--- src/core/spc2_pkg.sv ---
// Package for the second serial control register block
// Operation
// With the bit 7 enable set, a set transmit-buffer-empty flag requests an interrupt.
// With the bit 6 enable set, a set transmission-done flag requests an interrupt.
// With the bit 5 enable set, a set receive-buffer-full flag requests an interrupt.
// With the bit 4 enable set, a set idle-line flag requests an interrupt.
// The transmitter works only while tx_on is set, and then owns and drives the serial out pin.
// In single-wire mode the line direction select decides whether the out pin sends or receives.
// Writing tx_on low then high during a transmission queues one idle character.
// After tx_on clears, the port keeps the out pin until pending data, idle or break is done.
// The serial in pin is released when rx_on is low, or when loopback is selected.
// Writing rx_standby high puts the receiver in standby awaiting the wakeup condition.
// Wakeup is an idle line when the exit select is low, a set data MSB when it is high.
// Software sets rx_standby and hardware clears it when the wakeup condition is seen.
// Writing break_queue high then low queues one break character.
// While break_queue stays high further breaks of 10/11, or 13/14, bit times are queued.
// A second break may be queued before software clears break_queue.
// The control register is readable and writable at any time and resets to zero.
// The port interrupt is the OR of the four flag and enable products, every cycle.
package spc2_pkg;
    // ------------------------------------------------------------
    // Register map
    // ------------------------------------------------------------
    localparam logic [3:0] SPC2_OFF_CTRL   = 4'h0;
    localparam logic [3:0] SPC2_OFF_STAT   = 4'h4;
    localparam logic [3:0] SPC2_OFF_MASK   = 4'h8;
    localparam logic [3:0] SPC2_OFF_LIVE   = 4'hc;
    localparam logic [7:0] SPC2_CTRL_RESET = 8'h00;
    localparam logic [3:0] SPC2_EVT_RESET  = 4'h0;
    localparam logic [1:0] SPC2_RESP_OKAY  = 2'h0;
    localparam logic [1:0] SPC2_RESP_SLVERR = 2'h2;
    // ------------------------------------------------------------
    // Control field positions
    // ------------------------------------------------------------
    localparam int SPC2_B_TXE_IE  = 7;
    localparam int SPC2_B_TXD_IE  = 6;
    localparam int SPC2_B_RXF_IE  = 5;
    localparam int SPC2_B_IDL_IE  = 4;
    localparam int SPC2_B_TX_ON   = 3;
    localparam int SPC2_B_RX_ON   = 2;
    localparam int SPC2_B_STANDBY = 1;
    localparam int SPC2_B_BREAK   = 0;
    // Event bits in status and mask
    localparam int SPC2_E_IDLE_Q  = 0;
    localparam int SPC2_E_BREAK_Q = 1;
    localparam int SPC2_E_WAKE    = 2;
    localparam int SPC2_E_PIN_REL = 3;

    typedef struct packed {
        logic tx_buffer_empty;
        logic tx_done_flag;
        logic rx_buffer_full;
        logic line_quiet_flag;
    } spc2_flags_s;

    typedef struct packed {
        logic loopback_sel;
        logic rx_source_sel;
        logic single_line_dir;
        logic standby_exit_select;
        logic long_break_sel;
    } spc2_cfg_s;

    typedef struct packed {
        logic tx_busy;
        logic char_done;
        logic line_idle_seen;
        logic msb_seen;
    } spc2_xfer_s;
endpackage : spc2_pkg

--- src/core/spc2_ctrl.sv ---
// Second serial control register with AXI4-Lite access and pin ownership
`timescale 1ns/1ns
module spc2_ctrl (
    // Clock and reset
    input  wire logic               sys_clk,
    input  wire logic               sys_rst,
    // AXI4-Lite slave
    input  wire logic [3:0]         s_axi_awaddr,
    input  wire logic               s_axi_awvalid,
    output logic                    s_axi_awready,
    input  wire logic [31:0]        s_axi_wdata,
    input  wire logic [3:0]         s_axi_wstrb,
    input  wire logic               s_axi_wvalid,
    output logic                    s_axi_wready,
    output logic [1:0]              s_axi_bresp,
    output logic                    s_axi_bvalid,
    input  wire logic               s_axi_bready,
    input  wire logic [3:0]         s_axi_araddr,
    input  wire logic               s_axi_arvalid,
    output logic                    s_axi_arready,
    output logic [31:0]             s_axi_rdata,
    output logic [1:0]              s_axi_rresp,
    output logic                    s_axi_rvalid,
    input  wire logic               s_axi_rready,
    // Status flags and mode selects from the rest of the port
    input  wire spc2_pkg::spc2_flags_s flags,
    input  wire spc2_pkg::spc2_cfg_s   cfg,
    input  wire spc2_pkg::spc2_xfer_s  xfer,
    // Transmit and receive side controls
    output logic                    tx_enable,
    output logic                    tx_out_oe,
    output logic                    tx_out_drive,
    output logic                    rx_pin_owned,
    output logic                    rx_standby_out,
    output logic                    idle_queued,
    output logic                    break_queued,
    output logic                    long_break,
    // Interrupts
    output logic                    port_irq,
    output logic                    evt_irq
);
    import spc2_pkg::*;

    // ------------------------------------------------------------
    // Bus slave
    // ------------------------------------------------------------
    logic [7:0]  ctrl_ff;
    logic [3:0]  stat_ff;
    logic [3:0]  mask_ff;

    // Held halves of a write, so address and data may arrive in either order
    logic        aw_ff;
    logic        w_ff;
    logic [3:0]  awaddr_ff;
    logic [7:0]  wbyte_ff;
    logic        wbe_ff;

    logic        aw_hit;
    logic        w_hit;
    logic        wr_go;
    logic        rd_go;
    logic        s_axi_awready_q;
    logic        s_axi_wready_q;
    logic        s_axi_arready_q;

    // Read back on the live status word, so declared ahead of the read mux
    logic        tx_pending_ff;
    logic        brk_armed_ff;

    assign aw_hit = s_axi_awvalid && s_axi_awready;
    assign w_hit  = s_axi_wvalid && s_axi_wready;
    // Write commits once both halves are held and no response is pending
    assign wr_go  = aw_ff && w_ff && !s_axi_bvalid;
    assign rd_go  = s_axi_arvalid && s_axi_arready;

    logic wr_ctrl;
    logic wr_stat;
    logic wr_mask;
    logic wr_known;
    assign wr_ctrl  = wr_go && wbe_ff && (awaddr_ff == SPC2_OFF_CTRL);
    assign wr_stat  = wr_go && wbe_ff && (awaddr_ff == SPC2_OFF_STAT);
    assign wr_mask  = wr_go && wbe_ff && (awaddr_ff == SPC2_OFF_MASK);
    assign wr_known = (awaddr_ff == SPC2_OFF_CTRL) || (awaddr_ff == SPC2_OFF_STAT) ||
                      (awaddr_ff == SPC2_OFF_MASK) || (awaddr_ff == SPC2_OFF_LIVE);

    logic [7:0] rd_byte;
    logic       rd_known;
    assign rd_known = (s_axi_araddr == SPC2_OFF_CTRL) || (s_axi_araddr == SPC2_OFF_STAT) ||
                      (s_axi_araddr == SPC2_OFF_MASK) || (s_axi_araddr == SPC2_OFF_LIVE);
    assign rd_byte  = (s_axi_araddr == SPC2_OFF_CTRL) ? ctrl_ff :
                      (s_axi_araddr == SPC2_OFF_STAT) ? {4'h0, stat_ff} :
                      (s_axi_araddr == SPC2_OFF_MASK) ? {4'h0, mask_ff} :
                      (s_axi_araddr == SPC2_OFF_LIVE) ?
                          {tx_out_oe, xfer.tx_busy, tx_pending_ff, brk_armed_ff, flags} :
                      8'h00;

    assign s_axi_awready = s_axi_awready_q;
    assign s_axi_wready  = s_axi_wready_q;
    assign s_axi_arready = s_axi_arready_q;

    always_ff @(posedge sys_clk or posedge sys_rst) begin
        if (sys_rst) begin
            aw_ff <= 1'b0;
            w_ff <= 1'b0;
            awaddr_ff <= 4'h0;
            wbyte_ff <= 8'h00;
            wbe_ff <= 1'b0;
            s_axi_awready_q <= 1'b0;
            s_axi_wready_q <= 1'b0;
            s_axi_arready_q <= 1'b0;
            s_axi_bvalid <= 1'b0;
            s_axi_bresp <= SPC2_RESP_OKAY;
            s_axi_rvalid <= 1'b0;
            s_axi_rresp <= SPC2_RESP_OKAY;
            s_axi_rdata <= 32'h0000_0000;
        end else begin
            s_axi_awready_q <= !aw_ff && !aw_hit && !s_axi_bvalid;
            s_axi_wready_q  <= !w_ff && !w_hit && !s_axi_bvalid;
            if (aw_hit) begin
                aw_ff <= 1'b1;
                awaddr_ff <= {s_axi_awaddr[3:2], 2'b00};
            end
            if (w_hit) begin
                w_ff <= 1'b1;
                wbyte_ff <= s_axi_wdata[7:0];
                wbe_ff <= s_axi_wstrb[0];
            end
            if (wr_go) begin
                aw_ff <= 1'b0;
                w_ff <= 1'b0;
                s_axi_bvalid <= 1'b1;
                s_axi_bresp <= wr_known ? SPC2_RESP_OKAY : SPC2_RESP_SLVERR;
            end else if (s_axi_bready) begin
                s_axi_bvalid <= 1'b0;
            end
            s_axi_arready_q <= !s_axi_rvalid && !rd_go && !s_axi_arready_q;
            if (rd_go) begin
                s_axi_rvalid <= 1'b1;
                s_axi_rdata <= {24'h000000, rd_byte};
                s_axi_rresp <= rd_known ? SPC2_RESP_OKAY : SPC2_RESP_SLVERR;
            end else if (s_axi_rready) begin
                s_axi_rvalid <= 1'b0;
            end
        end
    end

    // ------------------------------------------------------------
    // Control register and queued actions
    // ------------------------------------------------------------
    logic idle_q_ff;
    logic brk_q_ff;
    logic oe_ff;
    logic tx_on_w;
    logic brk_w;
    logic stby_w;
    assign tx_on_w = ctrl_ff[SPC2_B_TX_ON];
    assign brk_w   = ctrl_ff[SPC2_B_BREAK];
    assign stby_w  = ctrl_ff[SPC2_B_STANDBY];

    // Wakeup chosen by the exit select
    logic wake_hit;
    assign wake_hit = stby_w &&
        (cfg.standby_exit_select ? xfer.msb_seen : xfer.line_idle_seen);

    // A 0-then-1 write to tx_on during traffic queues an idle
    logic tx_reen;
    logic idle_req;
    logic brk_req;
    assign tx_reen  = wr_ctrl && wbyte_ff[SPC2_B_TX_ON] && tx_pending_ff && xfer.tx_busy;
    assign idle_req = tx_reen && !idle_q_ff;
    // Rising write arms a break; staying high requeues at each char end
    assign brk_req  = (wr_ctrl && wbyte_ff[SPC2_B_BREAK] && !brk_w) ||
                      (brk_w && xfer.char_done);

    logic [7:0] nxt_ctrl;
    always_comb begin
        nxt_ctrl = ctrl_ff;
        if (wr_ctrl) begin
            nxt_ctrl = wbyte_ff;
        end
        // Hardware clear yields to a same-cycle software set
        if (wake_hit && !(wr_ctrl && wbyte_ff[SPC2_B_STANDBY])) begin
            nxt_ctrl[SPC2_B_STANDBY] = 1'b0;
        end
    end

    logic [3:0] evt;
    logic [3:0] nxt_stat;
    assign evt = {(oe_ff && !tx_on_w && !xfer.tx_busy && !idle_q_ff && !brk_q_ff),
                  wake_hit, brk_req, idle_req};
    // Set wins over a write-one clear
    assign nxt_stat = (stat_ff & ~(wr_stat ? wbyte_ff[3:0] : 4'h0)) | evt;

    always_ff @(posedge sys_clk or posedge sys_rst) begin
        if (sys_rst) begin
            ctrl_ff <= SPC2_CTRL_RESET;
            stat_ff <= SPC2_EVT_RESET;
            mask_ff <= SPC2_EVT_RESET;
            tx_pending_ff <= 1'b0;
            brk_armed_ff <= 1'b0;
            idle_q_ff <= 1'b0;
            brk_q_ff <= 1'b0;
            oe_ff <= 1'b0;
        end else begin
            ctrl_ff <= nxt_ctrl;
            stat_ff <= nxt_stat;
            if (wr_mask) begin
                mask_ff <= wbyte_ff[3:0];
            end
            // Remember that tx_on was written low while traffic ran
            if (wr_ctrl) begin
                tx_pending_ff <= !wbyte_ff[SPC2_B_TX_ON] && tx_on_w && xfer.tx_busy;
            end
            brk_armed_ff <= brk_w;
            if (idle_req) begin
                idle_q_ff <= 1'b1;
            end else if (xfer.char_done) begin
                idle_q_ff <= 1'b0;
            end
            if (brk_req) begin
                brk_q_ff <= 1'b1;
            end else if (xfer.char_done) begin
                brk_q_ff <= 1'b0;
            end
            // Pin held until queued work drains
            oe_ff <= tx_on_w || (oe_ff && (xfer.tx_busy || idle_q_ff || brk_q_ff));
        end
    end

    // ------------------------------------------------------------
    // Registered outputs
    // ------------------------------------------------------------
    logic single_wire;
    logic irq_w;
    assign single_wire = cfg.loopback_sel && cfg.rx_source_sel;
    assign irq_w = (flags.tx_buffer_empty && nxt_ctrl[SPC2_B_TXE_IE]) ||
                   (flags.tx_done_flag    && nxt_ctrl[SPC2_B_TXD_IE]) ||
                   (flags.rx_buffer_full  && nxt_ctrl[SPC2_B_RXF_IE]) ||
                   (flags.line_quiet_flag && nxt_ctrl[SPC2_B_IDL_IE]);

    always_ff @(posedge sys_clk or posedge sys_rst) begin
        if (sys_rst) begin
            tx_enable <= 1'b0;
            tx_out_oe <= 1'b0;
            tx_out_drive <= 1'b0;
            rx_pin_owned <= 1'b0;
            rx_standby_out <= 1'b0;
            idle_queued <= 1'b0;
            break_queued <= 1'b0;
            long_break <= 1'b0;
            port_irq <= 1'b0;
            evt_irq <= 1'b0;
        end else begin
            tx_enable <= nxt_ctrl[SPC2_B_TX_ON];
            tx_out_oe <= tx_on_w || oe_ff;
            // Single wire: the direction select turns the pin around
            tx_out_drive <= single_wire ? (cfg.single_line_dir && (tx_on_w || oe_ff))
                                        : (tx_on_w || oe_ff);
            rx_pin_owned <= nxt_ctrl[SPC2_B_RX_ON] && !cfg.loopback_sel;
            rx_standby_out <= nxt_ctrl[SPC2_B_STANDBY];
            idle_queued <= idle_q_ff || idle_req;
            break_queued <= brk_q_ff || brk_req;
            long_break <= cfg.long_break_sel;
            port_irq <= irq_w;
            evt_irq <= |(nxt_stat & mask_ff);
        end
    end

    // ------------------------------------------------------------
    // Checks
    // ------------------------------------------------------------
    a_irq_follows_tie: assert property (@(posedge sys_clk) disable iff (sys_rst)
        (flags.tx_buffer_empty && nxt_ctrl[SPC2_B_TXE_IE]) |=> port_irq)
        else $error("tx empty irq missing");
    a_irq_follows_tc: assert property (@(posedge sys_clk) disable iff (sys_rst)
        (flags.tx_done_flag && nxt_ctrl[SPC2_B_TXD_IE]) |=> port_irq)
        else $error("tx done irq missing");
    a_irq_follows_rx: assert property (@(posedge sys_clk) disable iff (sys_rst)
        (flags.rx_buffer_full && nxt_ctrl[SPC2_B_RXF_IE]) |=> port_irq)
        else $error("rx full irq missing");
    a_irq_follows_idle: assert property (@(posedge sys_clk) disable iff (sys_rst)
        (flags.line_quiet_flag && nxt_ctrl[SPC2_B_IDL_IE]) |=> port_irq)
        else $error("idle irq missing");
    a_irq_quiet_off: assert property (@(posedge sys_clk) disable iff (sys_rst)
        (nxt_ctrl[7:4] == 4'h0) |=> !port_irq)
        else $error("irq without enable");
    a_pin_held_busy: assert property (@(posedge sys_clk) disable iff (sys_rst)
        (oe_ff && xfer.tx_busy) |=> tx_out_oe)
        else $error("pin released while busy");
    a_rx_pin_loop: assert property (@(posedge sys_clk) disable iff (sys_rst)
        cfg.loopback_sel |=> !rx_pin_owned)
        else $error("rx pin kept in loop mode");
    a_wake_clears: assert property (@(posedge sys_clk) disable iff (sys_rst)
        (wake_hit && !wr_ctrl) |=> !ctrl_ff[SPC2_B_STANDBY])
        else $error("standby not cleared on wakeup");
    a_break_rises: assert property (@(posedge sys_clk) disable iff (sys_rst)
        (wr_ctrl && wbyte_ff[SPC2_B_BREAK] && !brk_w) |=> break_queued ##1 brk_q_ff)
        else $error("break not queued");

    a_break_repeat: assert property (@(posedge sys_clk) disable iff (sys_rst)
        (brk_w && xfer.char_done) |=> break_queued)
        else $error("repeat break not queued");

    a_idle_queue: assert property (@(posedge sys_clk) disable iff (sys_rst)
        idle_req |=> idle_queued)
        else $error("idle not queued");

    a_wake_msb: assert property (@(posedge sys_clk) disable iff (sys_rst)
        (stby_w && cfg.standby_exit_select && xfer.msb_seen && !wr_ctrl) |=> !ctrl_ff[1])
        else $error("msb wakeup missed");

    a_no_wrong_wake: assert property (@(posedge sys_clk) disable iff (sys_rst)
        (stby_w && cfg.standby_exit_select && !xfer.msb_seen && !wr_ctrl) |=> ctrl_ff[1])
        else $error("standby left without msb");

    a_standby_out: assert property (@(posedge sys_clk) disable iff (sys_rst)
        rx_standby_out == ctrl_ff[SPC2_B_STANDBY])
        else $error("standby output differs");

    a_tx_enable_bit: assert property (@(posedge sys_clk) disable iff (sys_rst)
        tx_enable == ctrl_ff[SPC2_B_TX_ON])
        else $error("tx enable differs");

    a_oe_with_tx: assert property (@(posedge sys_clk) disable iff (sys_rst)
        tx_on_w |=> tx_out_oe)
        else $error("pin not owned while on");

    a_release_done: assert property (@(posedge sys_clk) disable iff (sys_rst)
        (oe_ff && !tx_on_w && !xfer.tx_busy && !idle_q_ff && !brk_q_ff)
        |=> stat_ff[SPC2_E_PIN_REL])
        else $error("pin release not flagged");

    a_rx_pin_off: assert property (@(posedge sys_clk) disable iff (sys_rst)
        !nxt_ctrl[SPC2_B_RX_ON] |=> !rx_pin_owned)
        else $error("rx pin kept while off");

    a_drive_dir: assert property (@(posedge sys_clk) disable iff (sys_rst)
        (single_wire && !cfg.single_line_dir) |=> !tx_out_drive)
        else $error("pin driven against direction");

    a_irq_no_flags: assert property (@(posedge sys_clk) disable iff (sys_rst)
        (flags == 4'h0) |=> !port_irq)
        else $error("irq without flag");

    a_ctrl_write: assert property (@(posedge sys_clk) disable iff (sys_rst)
        wr_ctrl |=> (ctrl_ff[7:2] == $past(wbyte_ff[7:2])))
        else $error("control write lost");

    a_ctrl_steady: assert property (@(posedge sys_clk) disable iff (sys_rst)
        (!wr_ctrl && !wake_hit) |=> $stable(ctrl_ff))
        else $error("control changed unasked");

    // Set must win over a same-cycle write-one clear
    a_evt_set_wins: assert property (@(posedge sys_clk) disable iff (sys_rst)
        (evt != 4'h0) |=> ((stat_ff & $past(evt)) == $past(evt)))
        else $error("event lost");

    a_bvalid_holds: assert property (@(posedge sys_clk) disable iff (sys_rst)
        (s_axi_bvalid && !s_axi_bready) |=> s_axi_bvalid)
        else $error("write response dropped");

    a_rvalid_holds: assert property (@(posedge sys_clk) disable iff (sys_rst)
        (s_axi_rvalid && !s_axi_rready) |=> (s_axi_rvalid && $stable(s_axi_rdata)))
        else $error("read response dropped");

    a_aw_refused: assert property (@(posedge sys_clk) disable iff (sys_rst)
        s_axi_bvalid |-> (!s_axi_awready && !s_axi_wready))
        else $error("write taken while response pending");

    a_ar_refused: assert property (@(posedge sys_clk) disable iff (sys_rst)
        s_axi_rvalid |-> !s_axi_arready)
        else $error("read taken while response pending");

    a_resp_ctrl: assert property (@(posedge sys_clk) disable iff (sys_rst)
        (wr_go && (awaddr_ff == SPC2_OFF_CTRL)) |=> (s_axi_bresp == SPC2_RESP_OKAY))
        else $error("control write refused");
endmodule // spc2_ctrl

--- config.mk ---
export PLATFORM = sky130hd
export DESIGN_NAME = spc2_ctrl
export DESIGN_NICKNAME = d
export VERILOG_FILES = /design/src/core/spc2_pkg.sv /design/src/core/spc2_ctrl.sv
export SDC_FILE = /design/constraint.sdc
export NUM_CORES = 1
export LEC_CHECK = 0
export ABC_AREA = 1
export BUFFER_PORTS_ARGS = -buffer_cell sky130_fd_sc_hd__buf_4
export CAP_MARGIN = 30
export CORE_ASPECT_RATIO = 1.75
export CORE_MARGIN = 5
export CORE_UTILIZATION = 35
export CTS_CLUSTER_DIAMETER = 120
export DETAILED_ROUTE_END_ITERATION = 7
export HOLD_SLACK_MARGIN = 0.02
export RECOVER_POWER = 25
export SETUP_SLACK_MARGIN = 0.02
export SLEW_MARGIN = 20
export SYNTH_ARGS = -nofsm -noshare
export SYNTH_HDL_FRONTEND = slang
export SYNTH_SLANG_ARGS = --single-unit
export TNS_END_PERCENT = 5
--- constraint.sdc ---
create_clock -name sys_clk -period 2.25 [get_ports sys_clk]
set_clock_uncertainty 0.1 [all_clocks]
set_input_delay 0.225 -clock sys_clk [delete_from_list [all_inputs] [get_ports sys_clk]]
set_output_delay 0.225 -clock sys_clk [all_outputs]
set_load 0.03 [all_outputs]
==> summary.md <==
| Metric | Value |
|---|---|
| Post-DP HPWL | 4670 um |
| WL final | 5960 um |
| Num CTS Buffers | 9 |
| Sequential element share of the synthesized area | a little over half |
| Synth top area cells | dfrtp_1 54%, nand2_1 12%, buf_4 7.4% |
| Core area | 7280 um^2 |
| Yosys top cell by area | dfrtp_1 |
| Worst VDD drop | 0.678 mV |
| Mapped Cells | 293 |
| Clock buffer depth | 2 |
| Yosys warns | 0 |
| Slowest stage delay, CP | 0.43 ns |
| Flops & latches, synth | 57 |
| Clk slew on worst S/H paths | 0.05 ns |
| Synth top area share | a little over half |
| H-tree levels | 3 |
| Vert. Die Dim | ~120 um |
| Ports | 115 |
| Clk_lat worst skew | 0.33 ns |
| Leak | 0.00185 uW |
| DRC violations left | 0 |
| GR peak layer | met2 |
| Worst hold-check path type | in2reg |
| PortBufs | approximately 60 |
| Met1 GRT Util | 15.8% |
| CP required | 2.34 ns |
| Grt met3 use | 2.34% |
| Die area | 9390 um^2 |
| DRT antenna net count | 0 |
| R2r startpoint | aw_ff |
| P&R area growth vs syn | 36.5% |
| CP Capture Type | flip-flop |
| DR vias | between 2000 and 2500 |
| Fin nets | 442 |
| Status | finished clean |
| Crit path from | aw_ff |
| Share of cells above drive strength 1 | between 20 and 25% |
| Hold Path Origin | s_axi_wdata[3] |
| CTS sink count | 57 |
| Post-DR vias/cell | 4.47 |
| Slowest cell on crit path | dfrtp_1 |
| Worst r2r dst | evt_irq |
| Slew headroom | 48.4% |
| Measured slew at the worst slew-check pin | ~0.77 ns |
| Initial antenna violation count | 0 |
| Rows | 41 |
| Setup TNS | 0 ns |
| Met2 Use GR | 23.6% |
| Avg Inst Size Synth | 8.95 um^2 |
| Initial drt markers | just over 80 |
| Mapped Area | between 2000 and 3000 um^2 |
| # diodes | 0 |
| Setup Viol. Count Final | 0 |
| CP max FO | 4 |
| Sequence of cells on the critical path | nand2_1 > nor2_1 > nand4_1 > nand2_1 > nand2_1 > nand2_1 > nand2_1 > inv_1 > nand3_1 |
| Pwr/cell area | 1390 nW/um^2 |
| Endpoint, Worst Hold | wbyte_ff[3] |
| Initial Util | 36.0% |
| GRT Util Overall | 14.1% |
| Worst setup SP type | flip-flop |
| Drt pass-1 iters | 4 |
| Most frequent CP cell | nand2_1 |
| Vias in the first global route | 2097 |
| Largest net degree at the start of global routing | 32 |
| Post-route setup slack | between 0.7 and 0.8 ns |
| Achievable Freq | 654 MHz |
| Crit Path Class | reg2reg |
| Root buf cell | clkbuf_16 |
| Hold Crit Depth | 3 |
| Global-route wire length before repair | roughly 9900 um |
| R2R Setup Slk | 0.72 ns |
| Dpl ws | 0.700 ns |
| Die Span X | 75.4 um |
| RSZ-0062 raised after global routing | no |
| Max-Cap Viols | 0 |
| CTS tree | done |
| Fill count | 731 |
| Fin crit share | approximately two thirds |
| Distinct cells, synth | 31 |
| Setup Buffers After CTS | 0 |
| Routed WL per cell | 12.7 um |
| CP Data Arrival Time | 1.62 ns |
| Hold Violations, Final | 0 |
| Tmin final | 1.53 ns |
| Total grt overflow | 0 |
| Worst reg2reg path depth | 9 |
| Slew Limit Fails | 0 |
| GPL Wtd Cong | between 0.8 and 0.9 |
## cells in the final DEF (no fill, tap or decap), types with 4 or more instances in the layout
master,netlist,routed
inv_1,34,34
buf_4,26,57
clkbuf_16,0,9
o21ai_0,20,20
dlygate4sd3_1,0,17
conb_1,1,26
a21oi_1,6,6
nand3_1,14,14
dfrtp_1,57,57
o21a_1,4,4
nand2_1,81,81
nor2_1,11,11
a31oi_1,5,5
## what timing repair did
item                                   4_1_cts  5_1_grt
setup endpoints to repair                    0        0
gates resized for setup                      0        0
hold buffers                                17        0
endpoints found under the hold margin       74        0
## cells by family after synthesis
family                 synth area share, %
and+or+nand+nor                       22.1
other                                0.143
buffers and inverters                 13.3
AOI/OAI and AO/OA                     10.0
DFF                                   54.4
## critical path, delay by kind of cell (launching register included)
kind	cells	cell delay, ns
and+or+nand+nor	8	0.82
DFF	1	0.43
buffers and inverters	1	0.05
## flip-flops by register name, summed over array words and instances (netlist names), 2 cells and up
name         count
awaddr_ff        2
ctrl_ff          8
wbyte_ff         8
s_axi_rdata      8
mask_ff          4
stat_ff          4
## metrics by stage
stage	instance area [um^2]	util (%)	power [uW]	hold WS [ns]	cells
after floorplan	2720	-	2900	0.156	318
after global placement	3080	42.3	3430	0.0376	436
after detailed placement	3080	42.3	3470	0.0372	436
after CTS	3590	49.3	5070	0.0241	469
after global routing	3580	49.1	5330	0.0388	469
final	3580	49.1	4990	0.0352	469
## layer usage
layer  vias to the layer above  wire length (um)
met3                        11               400
met2                        70              3200
met4                         0               176
li1                       1051                 -
met5                         -                 0
met1                       963              2190
## power by group
group / leakage [uW] / internal (uW) / total [uW] / switching [uW]
clock: 0.000172 / 1100 / 1550 / 444
sequential: 0.000703 / 1480 / 1800 / 321
combinational: 0.000974 / 589 / 1640 / 1060
## Yosys cell counts, drive strengths merged
| cell | n |
|---|---|
| nand2 | 84 |
| dfrtp | 57 |
| inv | 35 |
| buf | 27 |
| o21ai | 25 |
| nor2 | 17 |
| nand3 | 15 |
| a21oi | 6 |
| a31oi | 5 |
| nor3 | 4 |
| o21a | 4 |
| nand4 | 3 |
| o211ai | 3 |
| clkbuf | 2 |
| and2 | 1 |
| clkinv | 1 |
| conb | 1 |
| o2111ai | 1 |
| o21bai | 1 |
| or2 | 1 |
## final cells by class
class	count	area (um^2)	area share (%)
Clock buffer	10	239	6.68
Timing Repair Buffer	78	626	17.5
Sequential cell	57	1430	39.8
Tap cell	86	108	3.01
Inverter	36	135	3.77
Multi-Input combinational cell	196	941	26.3
Clock inverter	6	105	2.94
## worst max-delay path by stage
stage / end / cells after the start / slack, ns
after floorplan: aw_ff / 1 / 0.53
after global placement: evt_irq / 9 / 0.71
after detailed placement: evt_irq / 7 / 0.70
after CTS: evt_irq / 7 / 0.68
after global routing: wbyte_ff[7] / 4 / 0.51
final: evt_irq / 9 / 0.72
(Power assumes the default switching activity.)
